===== config.mk =====
export PLATFORM = sky130hd
export DESIGN_NAME = ftu_trace_unit
export DESIGN_NICKNAME = d
export VERILOG_FILES = /design/src/rtl/ftu_pkg.sv /design/src/rtl/ftu_trace_unit.sv /design/src/rtl/ftu_fifo.sv
export VERILOG_INCLUDE_DIRS = /design/src /design/src/rtl
export SDC_FILE = /design/constraint.sdc
export NUM_CORES = 1
export LEC_CHECK = 0
export CAP_MARGIN = 30
export CORE_UTILIZATION = 35
export CTS_CLUSTER_SIZE = 16
export DETAILED_ROUTE_END_ITERATION = 10
export DONT_BUFFER_PORTS = 1
export PLACE_DENSITY = 0.6
export SYNTH_ARGS = -nofsm -noshare
export SYNTH_HDL_FRONTEND = slang
export SYNTH_HIERARCHICAL = 1
export SYNTH_SLANG_ARGS = --single-unit

===== constraint.sdc =====
create_clock -name aclk -period 8.1 [get_ports aclk]
set_clock_uncertainty 0.2 [all_clocks]
set_input_delay 0.405 -clock aclk [delete_from_list [all_inputs] [get_ports aclk]]
set_output_delay 0.405 -clock aclk [all_outputs]
set_load 0.005 [all_outputs]

===== src/rtl/ftu_defines.svh =====
// Register offsets, field positions and reset values of the flow trace unit.
`ifndef FTU_DEFINES_SVH
`define FTU_DEFINES_SVH

// ----------------------------------------------------------------------------
// Register map
// ----------------------------------------------------------------------------
`define FTU_BASE_ADDR 32'h41006000
`define FTU_OFS_POSITION 12'h000
`define FTU_OFS_MASTER 12'h004
`define FTU_OFS_FLOW 12'h008
`define FTU_OFS_BASE 12'h00c
`define FTU_ADDR_LSB 2
`define FTU_OFS_W 12

// ----------------------------------------------------------------------------
// Field positions
// ----------------------------------------------------------------------------
`define FTU_POS_WRAP 2
`define FTU_PTR_LSB 3
`define FTU_MASTER_EN 31
`define FTU_MASTER_MASK_LSB 0
`define FTU_MASTER_MASK_W 5
`define FTU_FLOW_STOP 0
`define FTU_FLOW_HALT 1
`define FTU_WM_LSB 3
`define FTU_FLOW_OVF 2

// ----------------------------------------------------------------------------
// Reset values and constants
// ----------------------------------------------------------------------------
`define FTU_RST_WORD 32'h00000000
`define FTU_MIN_MASK 5'h00
`define FTU_PKT_BYTES 32'h00000008
`define FTU_FLOW_WMASK 32'hfffffffb
`define FTU_POS_WMASK 32'hfffffffc
`define FTU_RESP_OKAY 2'h0
`define FTU_RESP_SLVERR 2'h2

`endif


===== src/rtl/ftu_pkg.sv =====
// Types shared by the flow trace unit files.
package ftu_pkg;

	// ------------------------------------------------------------------------
	// Trace packet and SRAM request carriers
	// ------------------------------------------------------------------------
	typedef struct packed {
		logic [31:0] src_word;
		logic [31:0] dst_word;
	} ftu_pkt_t;

	typedef struct packed {
		logic        we;
		logic [31:0] addr;
		logic [31:0] wdata;
		logic [3:0]  wstrb;
	} ftu_sram_req_t;

	typedef enum logic [1:0] {
		FTU_ST_IDLE = 2'h0,
		FTU_ST_WORD0 = 2'h1,
		FTU_ST_WORD1 = 2'h3
	} ftu_wr_state_t;

endpackage : ftu_pkg


===== src/rtl/ftu_trace_unit.sv =====
// Flow trace unit: trace capture, shared SRAM port arbitration and registers.
`timescale 1ns/100ps
`include "ftu_defines.svh"

// Behaviour
// - Capture every flow change while enabled and the FIFO has room
// - Trace writes win the SRAM port
// - Each packet is two 32-bit words
// - Packet only on non-sequential program counter
// - Enable bit gates packet capture; packets already queued still land
// - Auto stop when pointer hits watermark
// - Without watermark, wrap and overwrite oldest
// - Registers decoded at fixed base address
// - Exactly four registers are provided
// - Position holds pointer and wrap flag
// - Flow holds watermark, stop, halt bits
// - Base register reports SRAM location
// - SRAM stays general storage for processor
// - Software sets buffer start and size
// - Processor and trace share SRAM concurrently
module ftu_trace_unit
	import ftu_pkg::*;
#(
	parameter logic [31:0] SRAM_BASE = 32'h20000000,
	parameter int FIFO_DEPTH = 8
) (
	// Clock, reset and clock enable
	input wire logic aclk,
	input wire logic aresetn,
	input wire logic ce,
	// Execution trace interface from the processor
	input wire logic trc_valid,
	input wire logic trc_nonseq,
	input wire logic [31:0] trc_src_pc,
	input wire logic [31:0] trc_dst_pc,
	// Processor port towards the SRAM
	input wire logic cpu_req,
	input wire logic cpu_we,
	input wire logic [31:0] cpu_addr,
	input wire logic [31:0] cpu_wdata,
	input wire logic [3:0] cpu_wstrb,
	output logic cpu_gnt,
	// Shared SRAM port
	output ftu_sram_req_t sram_req,
	output logic sram_en,
	// Halt request towards the debug logic
	output logic halt_req,
	// AXI4-Lite register slave
	input wire logic [31:0] s_awaddr,
	input wire logic s_awvalid,
	output logic s_awready,
	input wire logic [31:0] s_wdata,
	input wire logic [3:0] s_wstrb,
	input wire logic s_wvalid,
	output logic s_wready,
	output logic [1:0] s_bresp,
	output logic s_bvalid,
	input wire logic s_bready,
	input wire logic [31:0] s_araddr,
	input wire logic s_arvalid,
	output logic s_arready,
	output logic [31:0] s_rdata,
	output logic [1:0] s_rresp,
	output logic s_rvalid,
	input wire logic s_rready
);

	// ------------------------------------------------------------------------
	// Registers
	// ------------------------------------------------------------------------
	logic [31:0] position_q;
	logic [31:0] master_q;
	logic [31:0] flow_q;
	logic trace_en;
	logic [31:0] buf_size;
	logic [31:0] buf_start;
	logic [31:0] ptr;
	logic [31:0] ptr_next;
	logic at_wm;
	logic step;
	logic wrapped;
	logic [31:0] ptr_step;
	// Only the page bits of an address select this block; the low bits pick the register.
	localparam logic [31:0] BASE_ADDR = `FTU_BASE_ADDR;

	// Software enable, cleared by hardware when the watermark stops tracing.
	assign trace_en = master_q[`FTU_MASTER_EN];
	// Buffer size is eight bytes shifted left by the mask; start is the pointer's aligned base.
	assign buf_size = `FTU_PKT_BYTES << master_q[`FTU_MASTER_MASK_LSB +: `FTU_MASTER_MASK_W];
	assign ptr = {position_q[31:`FTU_PTR_LSB], 3'h0};
	assign buf_start = ptr & ~(buf_size - 32'h1);
	assign ptr_next = ptr + `FTU_PKT_BYTES;
	// Leaving the last slot of the buffer returns to its start.
	assign wrapped = ((ptr_next & (buf_size - 32'h1)) == 32'h0);
	// The slot after this packet, folded back to the start at the buffer's end.
	assign ptr_step = wrapped ? buf_start : ptr_next;
	// The watermark is met by the address after the packet just stored, taken before any fold back to the start.
	assign at_wm = (ptr_next[31:`FTU_WM_LSB] == flow_q[31:`FTU_WM_LSB]);

	// ------------------------------------------------------------------------
	// Trace capture into the FIFO
	// ------------------------------------------------------------------------
	ftu_pkt_t cap_pkt;
	ftu_pkt_t out_pkt;
	logic cap_valid;
	logic cap_ready;
	logic out_valid;
	logic out_ready;
	logic overflow_q;

	// Trace events come from logic on this clock, so they need no synchroniser.
	// Only non-sequential changes make a packet, and only while enabled.
	assign cap_valid = trc_valid && trc_nonseq && trace_en;
	assign cap_pkt.src_word = trc_src_pc;
	assign cap_pkt.dst_word = trc_dst_pc;

	// The FIFO soaks up bursts of branches while each packet takes two port cycles.
	ftu_fifo #(
		.WIDTH($bits(ftu_pkt_t)),
		.DEPTH(FIFO_DEPTH)
	) u_fifo (
		.aclk(aclk),
		.aresetn(aresetn),
		.ce(ce),
		.in_valid(cap_valid),
		.in_ready(cap_ready),
		.in_data(cap_pkt),
		.out_valid(out_valid),
		.out_ready(out_ready),
		.out_data(out_pkt)
	);

	// A packet offered while the FIFO is full is dropped; the processor
	// cannot be stalled, so the loss is recorded instead.
	always_ff @(posedge aclk) begin
		if (!aresetn) begin
			overflow_q <= 1'b0;
		end else if (ce && cap_valid && !cap_ready) begin
			overflow_q <= 1'b1;
		end
	end

	// ------------------------------------------------------------------------
	// Packet writer: two SRAM words per packet
	// ------------------------------------------------------------------------
	// Word sequencer for the packet at the head of the FIFO.
	ftu_wr_state_t st_q;
	logic [31:0] hold_dst_q;

	// The FIFO is drained only when starting a packet.
	assign out_ready = (st_q == FTU_ST_IDLE);

	always_ff @(posedge aclk) begin
		if (!aresetn) begin
			st_q <= FTU_ST_IDLE;
			hold_dst_q <= `FTU_RST_WORD;
		end else if (ce) begin
			case (st_q)
				FTU_ST_IDLE: begin
					if (out_valid) begin
						hold_dst_q <= out_pkt.dst_word;
						st_q <= FTU_ST_WORD0;
					end
				end
				FTU_ST_WORD0: begin
					st_q <= FTU_ST_WORD1;
				end
				FTU_ST_WORD1: begin
					st_q <= FTU_ST_IDLE;
				end
				default: begin
					st_q <= FTU_ST_IDLE;
				end
			endcase
		end
	end

	logic [31:0] src_q;
	// Source word of the packet in flight, taken with the FIFO pop.
	always_ff @(posedge aclk) begin
		if (!aresetn) begin
			src_q <= `FTU_RST_WORD;
		end else if (ce && st_q == FTU_ST_IDLE && out_valid) begin
			src_q <= out_pkt.src_word;
		end
	end

	// One pointer step per packet, in the cycle that stores its second word.
	assign step = ce && (st_q == FTU_ST_WORD1);

	// ------------------------------------------------------------------------
	// SRAM arbitration
	// ------------------------------------------------------------------------
	// Trace words take the port; a processor request meeting one is not granted,
	// and the processor holds it, waiting two cycles at most per packet.
	always_comb begin
		sram_req = '0;
		sram_en = 1'b0;
		cpu_gnt = 1'b0;
		if (st_q == FTU_ST_WORD0 || st_q == FTU_ST_WORD1) begin
			sram_en = 1'b1;
			sram_req.we = 1'b1;
			sram_req.wstrb = 4'hf;
			sram_req.addr = (st_q == FTU_ST_WORD0) ? ptr : ptr + 32'h4;
			sram_req.wdata = (st_q == FTU_ST_WORD0) ? src_q : hold_dst_q;
		end else if (cpu_req) begin
			sram_en = 1'b1;
			cpu_gnt = 1'b1;
			sram_req.we = cpu_we;
			sram_req.addr = cpu_addr;
			sram_req.wdata = cpu_wdata;
			sram_req.wstrb = cpu_wstrb;
		end
	end

	// ------------------------------------------------------------------------
	// AXI4-Lite slave
	// ------------------------------------------------------------------------
	logic aw_hit_q;
	logic w_hit_q;
	logic [31:0] awaddr_q;
	logic [31:0] wdata_q;
	logic [3:0] wstrb_q;
	logic wr_go;
	logic [`FTU_OFS_W-1:0] wofs;
	logic wmap;
	logic rmap;

	// Readies drop while the clock enable is low, so no transfer is taken and then lost.
	// A response already shown still stands then; the master must not take it meanwhile.
	assign s_awready = ce && !aw_hit_q && !s_bvalid;
	assign s_wready = ce && !w_hit_q && !s_bvalid;
	assign wr_go = ce && aw_hit_q && w_hit_q && !s_bvalid;
	assign wofs = awaddr_q[`FTU_OFS_W-1:0];
	assign wmap = (awaddr_q[31:`FTU_OFS_W] == BASE_ADDR[31:`FTU_OFS_W]);
	assign rmap = (s_araddr[31:`FTU_OFS_W] == BASE_ADDR[31:`FTU_OFS_W]);

	// A write response is given only once address and data are both held.
	// Address and data are latched independently, in either order.
	always_ff @(posedge aclk) begin
		if (!aresetn) begin
			aw_hit_q <= 1'b0;
			w_hit_q <= 1'b0;
			awaddr_q <= `FTU_RST_WORD;
			wdata_q <= `FTU_RST_WORD;
			wstrb_q <= 4'h0;
			s_bvalid <= 1'b0;
			s_bresp <= `FTU_RESP_OKAY;
		end else if (ce) begin
			if (s_awvalid && s_awready) begin
				aw_hit_q <= 1'b1;
				awaddr_q <= s_awaddr;
			end
			if (s_wvalid && s_wready) begin
				w_hit_q <= 1'b1;
				wdata_q <= s_wdata;
				wstrb_q <= s_wstrb;
			end
			if (wr_go) begin
				aw_hit_q <= 1'b0;
				w_hit_q <= 1'b0;
				s_bvalid <= 1'b1;
				s_bresp <= wmap ? `FTU_RESP_OKAY : `FTU_RESP_SLVERR;
			end else if (s_bvalid && s_bready) begin
				s_bvalid <= 1'b0;
			end
		end
	end

	// Byte-enable merge of software data into a register.
	function automatic logic [31:0] merge(input logic [31:0] old, input logic [31:0] nw,
		input logic [3:0] be);
		logic [31:0] r;
		r = old;
		for (int i = 0; i < 4; i++) begin
			if (be[i]) begin
				r[i*8 +: 8] = nw[i*8 +: 8];
			end
		end
		return r;
	endfunction

	// Master register: software enable, and hardware auto-stop.
	// Software may set or clear the enable at any time; a packet in the FIFO still lands.
	always_ff @(posedge aclk) begin
		if (!aresetn) begin
			master_q <= `FTU_RST_WORD;
		end else if (ce) begin
			if (wr_go && wmap && wofs == `FTU_OFS_MASTER) begin
				master_q <= merge(master_q, wdata_q, wstrb_q);
			end
			// The stop follows the packet's write, so it wins over a software set.
			if (step && at_wm && flow_q[`FTU_FLOW_STOP]) begin
				master_q[`FTU_MASTER_EN] <= 1'b0;
			end
		end
	end

	// Flow register: watermark plus stop and halt controls.
	// The overflow position is read only, so a write never stores it.
	always_ff @(posedge aclk) begin
		if (!aresetn) begin
			flow_q <= `FTU_RST_WORD;
		end else if (ce && wr_go && wmap && wofs == `FTU_OFS_FLOW) begin
			flow_q <= merge(flow_q, wdata_q, wstrb_q) & `FTU_FLOW_WMASK;
		end
	end

	// Position register: pointer and wrap flag, advanced per packet.
	// The two lowest bits are never stored and read as zero.
	always_ff @(posedge aclk) begin
		if (!aresetn) begin
			position_q <= `FTU_RST_WORD;
		end else if (ce) begin
			if (step) begin
				// Hardware update wins over a coincident software write.
				position_q[31:`FTU_PTR_LSB] <= ptr_step[31:`FTU_PTR_LSB];
				if (wrapped) begin
					position_q[`FTU_POS_WRAP] <= 1'b1;
				end
			end else if (wr_go && wmap && wofs == `FTU_OFS_POSITION) begin
				position_q <= merge(position_q, wdata_q, wstrb_q) & `FTU_POS_WMASK;
			end
		end
	end

	// Halt request pulses when the watermark is reached with halting chosen.
	// The pulse lasts one cycle; whoever halts the processor must latch it.
	always_ff @(posedge aclk) begin
		if (!aresetn) begin
			halt_req <= 1'b0;
		end else if (ce) begin
			halt_req <= step && at_wm && flow_q[`FTU_FLOW_HALT];
		end
	end

	// Read channel: one outstanding read, answered the cycle after the take.
	// An unmapped page or an unknown offset answers with an error and zero data.
	assign s_arready = ce && !s_rvalid;

	always_ff @(posedge aclk) begin
		if (!aresetn) begin
			s_rvalid <= 1'b0;
			s_rdata <= `FTU_RST_WORD;
			s_rresp <= `FTU_RESP_OKAY;
		end else if (ce) begin
			if (s_arvalid && s_arready) begin
				s_rvalid <= 1'b1;
				s_rresp <= `FTU_RESP_OKAY;
				if (!rmap) begin
					s_rdata <= `FTU_RST_WORD;
					s_rresp <= `FTU_RESP_SLVERR;
				end else if (s_araddr[`FTU_OFS_W-1:0] == `FTU_OFS_POSITION) begin
					s_rdata <= position_q;
				end else if (s_araddr[`FTU_OFS_W-1:0] == `FTU_OFS_MASTER) begin
					s_rdata <= master_q;
				end else if (s_araddr[`FTU_OFS_W-1:0] == `FTU_OFS_FLOW) begin
					s_rdata <= {flow_q[31:`FTU_FLOW_OVF+1], overflow_q, flow_q[`FTU_FLOW_OVF-1:0]};
				end else if (s_araddr[`FTU_OFS_W-1:0] == `FTU_OFS_BASE) begin
					s_rdata <= SRAM_BASE;
				end else begin
					s_rdata <= `FTU_RST_WORD;
					s_rresp <= `FTU_RESP_SLVERR;
				end
			end else if (s_rvalid && s_rready) begin
				s_rvalid <= 1'b0;
			end
		end
	end

endmodule // ftu_trace_unit


===== src/rtl/ftu_fifo.sv =====
// Small synchronous FIFO of flip-flops with valid and ready on both sides.
`timescale 1ns/100ps

module ftu_fifo #(
	parameter int WIDTH = 64,
	parameter int DEPTH = 8
) (
	// Clock and reset
	input wire logic aclk,
	input wire logic aresetn,
	input wire logic ce,
	// Fill side
	input wire logic in_valid,
	output logic in_ready,
	input wire logic [WIDTH-1:0] in_data,
	// Drain side
	output logic out_valid,
	input wire logic out_ready,
	output logic [WIDTH-1:0] out_data
);
	localparam int AW = $clog2(DEPTH);

	logic [WIDTH-1:0] mem_q [DEPTH];
	logic [AW-1:0] rd_q;
	logic [AW-1:0] wr_q;
	logic [AW:0] cnt_q;
	logic push;
	logic pop;

	// Full and empty come straight from the occupancy count.
	assign in_ready = (cnt_q != (AW+1)'(DEPTH));
	assign out_valid = (cnt_q != '0);
	assign out_data = mem_q[rd_q];
	assign push = ce && in_valid && in_ready;
	assign pop = ce && out_valid && out_ready;

	// Storage is written without reset; only the pointers and the count carry control state.
	always_ff @(posedge aclk) begin
		if (push) begin
			mem_q[wr_q] <= in_data;
		end
	end

	// Pointers and count.
	always_ff @(posedge aclk) begin
		if (!aresetn) begin
			rd_q <= '0;
			wr_q <= '0;
			cnt_q <= '0;
		end else begin
			if (push) begin
				wr_q <= (wr_q == AW'(DEPTH-1)) ? '0 : wr_q + AW'(1);
			end
			if (pop) begin
				rd_q <= (rd_q == AW'(DEPTH-1)) ? '0 : rd_q + AW'(1);
			end
			if (push && !pop) begin
				cnt_q <= cnt_q + (AW+1)'(1);
			end else if (pop && !push) begin
				cnt_q <= cnt_q - (AW+1)'(1);
			end
		end
	end
endmodule // ftu_fifo


== After elaboration in Yosys (flattened, before gate mapping) ==
Memory sizes are Yosys's and may differ from the RTL's. A register that Yosys moved wholly into a read port is not among the register bits.
Index checks and enable logic that the tools add are counted.

* Register bits after elaboration: 279
* Latch bits: 0
* RAM bits: 512
* Bits in read-only memories: 0
* Input port bits: 244
* Output and inout bits: 113
* Memories: 1

* $add $sub $neg: 7
* Multipliers: 0
* Divide/modulo/power cells: 0
* Magnitude comparators: 0
* Equality and inequality tests: 15
* Shifts and indexed selects: 1
* Mux-type cells: 50
* Bitwise operators: 3
* Reduce and logical (&&, ||, !) cells: 83

{| class="wikitable"
|+ Memory list
! name !! words !! bits a word !! rd ports !! clocked after Yosys merged registers in !! wr ports !! RTL line !! RTL
|-
| u_fifo.mem_q || 8 || 64 || 1 || 1 || 1 || ftu_fifo.sv:23 || <nowiki>logic [WIDTH-1:0] mem_q [DEPTH];</nowiki>
|}

{| class="wikitable"
|+ Operators by type and width
! operator !! count
|-
| $mux W32 || 9
|-
| $mux W69 || 2
|-
| $and A32 B32 Y32 || 2
|-
| $mux W8 || 8
|-
| $mux W30 || 2
|-
| $eq A20 B19 Y1 const B || 2
|-
| $eq A12 B4 Y1 const B || 3
|-
| $logic_and A1 B1 Y1 || 34
|-
| $add A32 B3 Y32 const B || 1
|-
| $add A32 B4 Y32 const B || 1
|-
| $logic_not A32 Y1 || 1
|-
| $not A32 Y32 || 1
|-
| $shl A4 B5 Y32 const A || 1
|-
| $sub A32 B1 Y32 const B || 1
|-
| $reduce_and A3 Y1 || 10
|-
| $eq A29 B29 Y1 || 1
|-
| $reduce_and A2 Y1 || 13
|-
| $eq A12 B3 Y1 const B || 2
|-
| $logic_not A12 Y1 || 2
|-
| $reduce_bool A2 Y1 || 12
|-
| $mux W1 || 15
|-
| $mux W2 || 7
|-
| $mux W3 || 4
|-
| $mux W4 || 2
|-
| 15 further kinds || 23
|}

== Depth between registers and ports, before layout ==
* Depth in word-level cells: 8
* Mapped depth: 18
* Depth with buffers taken out: 12

== Cells and area by module ==
Netlist, hierarchy kept.

{| class="wikitable"
|+ By module, submodules not included
! module !! instances !! cells each !! area an instance (µm²)
|-
| ftu_fifo || 1 || 814 || 19896.6
|-
| ftu_trace_unit || 1 || 1849 || 14004.7
|}

== Worst setup path after synthesis ==
Ideal clock, no wire load.

* Path type: in2reg
* From: input trc_valid
* To: memory u_fifo.mem_q[0][0] (enable)
* Setup time: 0.644 ns
* Arrival: 6.798 ns
* Slack: 0.458 ns
* Stages: 3
* Path buffers: 0
* Cells stage by stage: and3_1 nand3_2 nor4_1

* Cells in the longest elaborated chain, start to end: 6

{| class="wikitable"
|+ RTL lines
! element !! RTL line !! RTL
|-
| from (decl) || ftu_trace_unit.sv:32 || <nowiki>input wire logic trc_valid,</nowiki>
|-
| $logic_and A1 B1 Y1 (2 in a row) || ftu_trace_unit.sv:113 || <nowiki>assign cap_valid = trc_valid && trc_nonseq && trace_en;</nowiki>
|-
| $logic_and A1 B1 Y1 (2 in a row) || ftu_fifo.sv:34 || <nowiki>assign push = ce && in_valid && in_ready;</nowiki>
|-
| $mux W1 || ftu_fifo.sv:39 || <nowiki>if (push) begin</nowiki>
|-
| $mux W1 (not written as such) || ftu_fifo.sv:40 || <nowiki>mem_q[wr_q] <= in_data;</nowiki>
|-
| to (decl) || ftu_fifo.sv:23 ||
|}

Every way passes these cells.

== Worst setup path after layout ==
* From: register master_q[4]
* To: register position_q[16]

* Cells in the longest elaborated chain, start to end: 6

{| class="wikitable"
|+ RTL lines
! element !! RTL line !! RTL
|-
| from (decl) || ftu_trace_unit.sv:72 || <nowiki>logic [31:0] master_q;</nowiki>
|-
| from (signal assigned) || ftu_trace_unit.sv:287 || <nowiki>master_q <= `FTU_RST_WORD;</nowiki>
|-
| from (signal assigned) || ftu_trace_unit.sv:290 || <nowiki>master_q <= merge(master_q, wdata_q, wstrb_q);</nowiki>
|-
| $shl A4 B5 Y32 (no line) (*) || - ||
|-
| $sub A32 B1 Y32 (*) || ftu_trace_unit.sv:91, ftu_trace_unit.sv:94 ||
|-
| $and A32 B32 Y32 / $not A32 Y32 (equally long branches) || ftu_trace_unit.sv:94, ftu_trace_unit.sv:91 ||
|-
| $logic_not A32 Y1 / $and A32 B32 Y32 (equally long branches) || ftu_trace_unit.sv:94, ftu_trace_unit.sv:91 ||
|-
| $mux W32 (*) || ftu_trace_unit.sv:96 || <nowiki>assign ptr_step = wrapped ? buf_start : ptr_next;</nowiki>
|-
| $mux W30 (*) || ftu_trace_unit.sv:315 || <nowiki>if (step) begin</nowiki>
|-
| to (signal assigned) || ftu_trace_unit.sv:313 || <nowiki>position_q <= `FTU_RST_WORD;</nowiki>
|-
| to (signal, indexed assignment) || ftu_trace_unit.sv:317 || <nowiki>position_q[31:`FTU_PTR_LSB] <= ptr_step[31:`FTU_PTR_LSB];</nowiki>
|-
| to (signal assigned) || ftu_trace_unit.sv:322 || <nowiki>position_q <= merge(position_q, wdata_q, wstrb_q) & `FTU_POS_WMASK;</nowiki>
|-
| to (decl) || ftu_trace_unit.sv:71 || <nowiki>logic [31:0] position_q;</nowiki>
|}

Mark *: on every way between the ends. The rest lies on a longest branch, timed or not.
A chain may end at the register's enable or synchronous reset.

==> results.tsv <==
stage	metric	value	unit
sta	Fmax	0.1630	GHz
sta	RSZ-0062 raised after global routing	no	
critical_path	Worst EP required	8450	ps
yosys	synth top area cells	edfxtp_1, dfxtp_1, mux4_2, nand2_1, a21oi_1	
sta	Slew headroom	31.45	%
sta	setup TNS	0	ps
layout	most frequent cells in the layout	edfxtp_1, nand2_1, dfxtp_1, a21oi_1, dlygate4sd3_1	
critical_path	Slowest cell on crit path	dfxtp_1	
placement	Routability Congestion	0.9105	
floorplanning	initial core utilization	35.52	%
global_routing	pin count of the biggest net entering global routing	115	
yosys	Mapped Cells	2663	
cts	Num CTS Buffers	85	
yosys	Most used DFF post-synth	edfxtp_1	
floorplanning	Ports	357	
global_routing	total gr overflow	0	
floorplanning	Core Rows	113	
global_routing	GR Util met1	26.08	%
sta	count of pins over their slew limit	0	
floorplanning	core area	0.09544	mm2
cts	post-CTS setup buffer count	0	
cts	CTS resizes	0	
cts	Reg clk slew, reported paths	60	ps
sta	Setup-failing EPs final	0	
yosys	Mapped Area	0.03390	mm2
placement	PortBufs	0	
critical_path	CP Capture Type	flop	
critical_path	Arrival @ worst endpoint	6480	ps
yosys	Synth top area share	45.35	%
cts	CTS tree	yes	
drt	DR pass1 iterations	7	
global_routing	vias in the first global route	22411	
job	max-capacitance violation count	0	
placement	placed insts	3765	
worst_hold_path	worst min-delay path category	primary input to flop	
yosys	Yosys warning count	6	
placement	Final HPWL DP	66.40	mm
global_routing	grt met2 use	35.73	%
cts	H-tree levels	3	
yosys	Synth area leader	edfxtp_1	
global_routing	GRT Max-Usage Layer	met2	
global_routing	initial antenna violation count	6	
global_routing	first-pass GRT wire length	149.4	mm
floorplanning	die width	313.2	um
cts	clock latency on the worst-skew pair	660	ps
drt	vias per cell	5.558	
drt	Iter 0 DRT Violations	1907	
layout	Filler Cell Count	8786	
global_routing	Tot GR Track Use	20.41	%
sta	Hold Vio Cnt, Final	0	
yosys	distinct cell type count after synthesis	81	
yosys	#FFs+latches synth	792	
floorplanning	Die H	313.2	um
sta	minimum clock period	6134	ps
drt	residual DRC count	0	
drt	vias	22632	
critical_path	slowest cell delay on critical path	890	ps
layout	Non-Filler Instances	4072	
layout	share of cells above drive strength 1	16.19	%
pwr	worst vdd ir	0.1680	mV
critical_path	Buf/Inv on CP	2	
yosys	Seq/Total Area, Yosys	61.89	%
layout	commonest non-fill, non-tap cell in the layout	edfxtp_1	
pwr	Pwr per Cell Area	218.4	mW/mm2
cts	root buffer cell	clkbuf_16	
placement	DP Worst Slack	2379	ps
critical_path	CP cell instances	nor3_1, nand3b_1, ha_1, inv_2, and3_1, a221o_1, a221o_1, a221o_1, or4_1, nor3_4, nor2_1, o311a_1, dlygate4sd3_1	
run_status	status	finished clean	
drt	wire length per cell	25.03	um
cts	CTS Buffer Depth	3	
yosys	ys async rst share	0	%
layout	area delta synth->final	16.50	%
global_routing	met3 Use GR	3.381	%
critical_path	critical setup path kind	flop to flop	
sta	period utilization	75.72	%
sta	Slew @ Worst Pin	1026	ps
critical_path	Most common cell on crit path	a221o_1	
drt	Total Wirelength	101.9	mm
drt	post-route ant nets	0	
cts	clock sink total	792	
floorplanning	Die ar.	0.09811	mm2
critical_path	Crit path max-delay family	simple AND/OR/NAND/NOR gates	
layout	fin nets	2989	
yosys	EDFF count, synth	512	
pwr	Pleak	0.01273	uW
critical_path	Startpoint Class	flop	
critical_path	CP max FO	27	
sta	Final WS setup	1966	ps
yosys	Mean Syn Cell Area	12.73	um2
## flip-flops by register name, summed over array words and instances, names as in the netlist, 2 cells and up, named ones only
| name | cells |
|---|---|
| u_fifo/mem_q | 512 |
| awaddr_q | 32 |
| hold_dst_q | 32 |
| master_q | 32 |
| s_rdata | 32 |
| src_q | 32 |
| wdata_q | 32 |
| flow_q | 31 |
| position_q | 30 |
| u_fifo/cnt_q | 4 |
| wstrb_q | 4 |
| u_fifo/rd_q | 3 |
| u_fifo/wr_q | 3 |
| st_q | 2 |
## layer usage
layer | up-vias | wire [um]
li1 | 10153 | -
met1 | 11478 | 41910
met2 | 842 | 51460
met3 | 151 | 6101
met4 | 8 | 2388
met5 | - | 47
## Yosys cell counts, types with 16 or more instances
cell and instances:
clkbuf_1 139, nand3_1 73, a31oi_1 16, o21ai_0 54
xor2_1 18, nand2_1 465, edfxtp_1 512, nand4_1 24
o211ai_1 17, mux2_2 106, mux2i_1 49, a21oi_1 244
mux4_2 128, nor2_1 84, a22o_1 63, buf_1 21
nor3_1 30, dfxtp_1 280, nor4_1 26, a22oi_1 32
buf_2 20, xnor2_1 33, and2_1 16
## cells by family (layout without fill, tap and decap cells)
| kind of cell | Yosys count | count (layout) | share of synthesized area, % |
|---|---|---|---|
| AND/OR/NAND/NOR | 812 | 812 | 10.89 |
| flip-flops | 792 | 792 | 61.89 |
| AO/OA/AOI/OAI | 495 | 495 | 9.127 |
| multiplexers | 283 | 283 | 13.47 |
| buffers and inverters | 218 | 359 | 2.842 |
| XOR/XNOR | 52 | 52 | 1.384 |
| adder cells (fa/ha/maj) | 10 | 10 | 0.3912 |
| other | 1 | 4 | 0.01106 |
## worst register-to-register path: stages (launching register included)
cell and delay, ps:
dfxtp_1 890, nor3_1 260, nand3b_1 160, ha_1 590, inv_2 140, and3_1 240, a221o_1 340, a221o_1 360
a221o_1 370, or4_1 650, nor3_4 850, nor2_1 90, o311a_1 350, dlygate4sd3_1 550
## cell type report
cell class                 count  area, um2  share of cell area [%]
antenna                        2      5.005                 0.01267
inverter                      16      67.56                  0.1711
timing repair buffer         186       1847                   4.676
clock inverter                48      616.8                   1.562
multi-input combinational   1654      12040                   30.49
tap                         1265       1583                   4.007
sequential                   792      21000                   53.16
clock buffer                 109       2338                   5.921
## power by group
group	switching (uW)	total (uW)	internal, uW
Clock	1680	4010	2330
Sequential	27.4	4340	4310
Combinational	162	273	111
## final timing paths
check | depth (start not counted) | slack, ps | start | end
setup / recovery | 13 | 1970 | master_q[4] | position_q[16]
hold reg to reg | 2 | 250 | master_q[21] | master_q[21]
setup reg to reg | 13 | 1970 | master_q[4] | position_q[16]
hold / removal | 4 | 50 | s_araddr[3] | s_rdata[13]
## metrics by stage
stage	cell area [um2]	hold slack [ps]	util (%)	total power [uW]
3_5_place_dp	34990	243.4	36.67	4595
3_3_place_gp	34970	238.2	36.64	4591
5_1_grt	39490	47.01	41.38	8905
4_1_cts	39420	0.2786	41.31	8725
6_report	39500	53.45	41.39	8627
2_1_floorplan	33910	231.6	-	4553
## timing repair
action | 4_1_cts | 5_1_grt
setup endpoints to repair | 0 | 0
hold buffers | 144 | 1
endpoints found under the hold margin | 695 | 3
(Power assumes the default switching activity.)
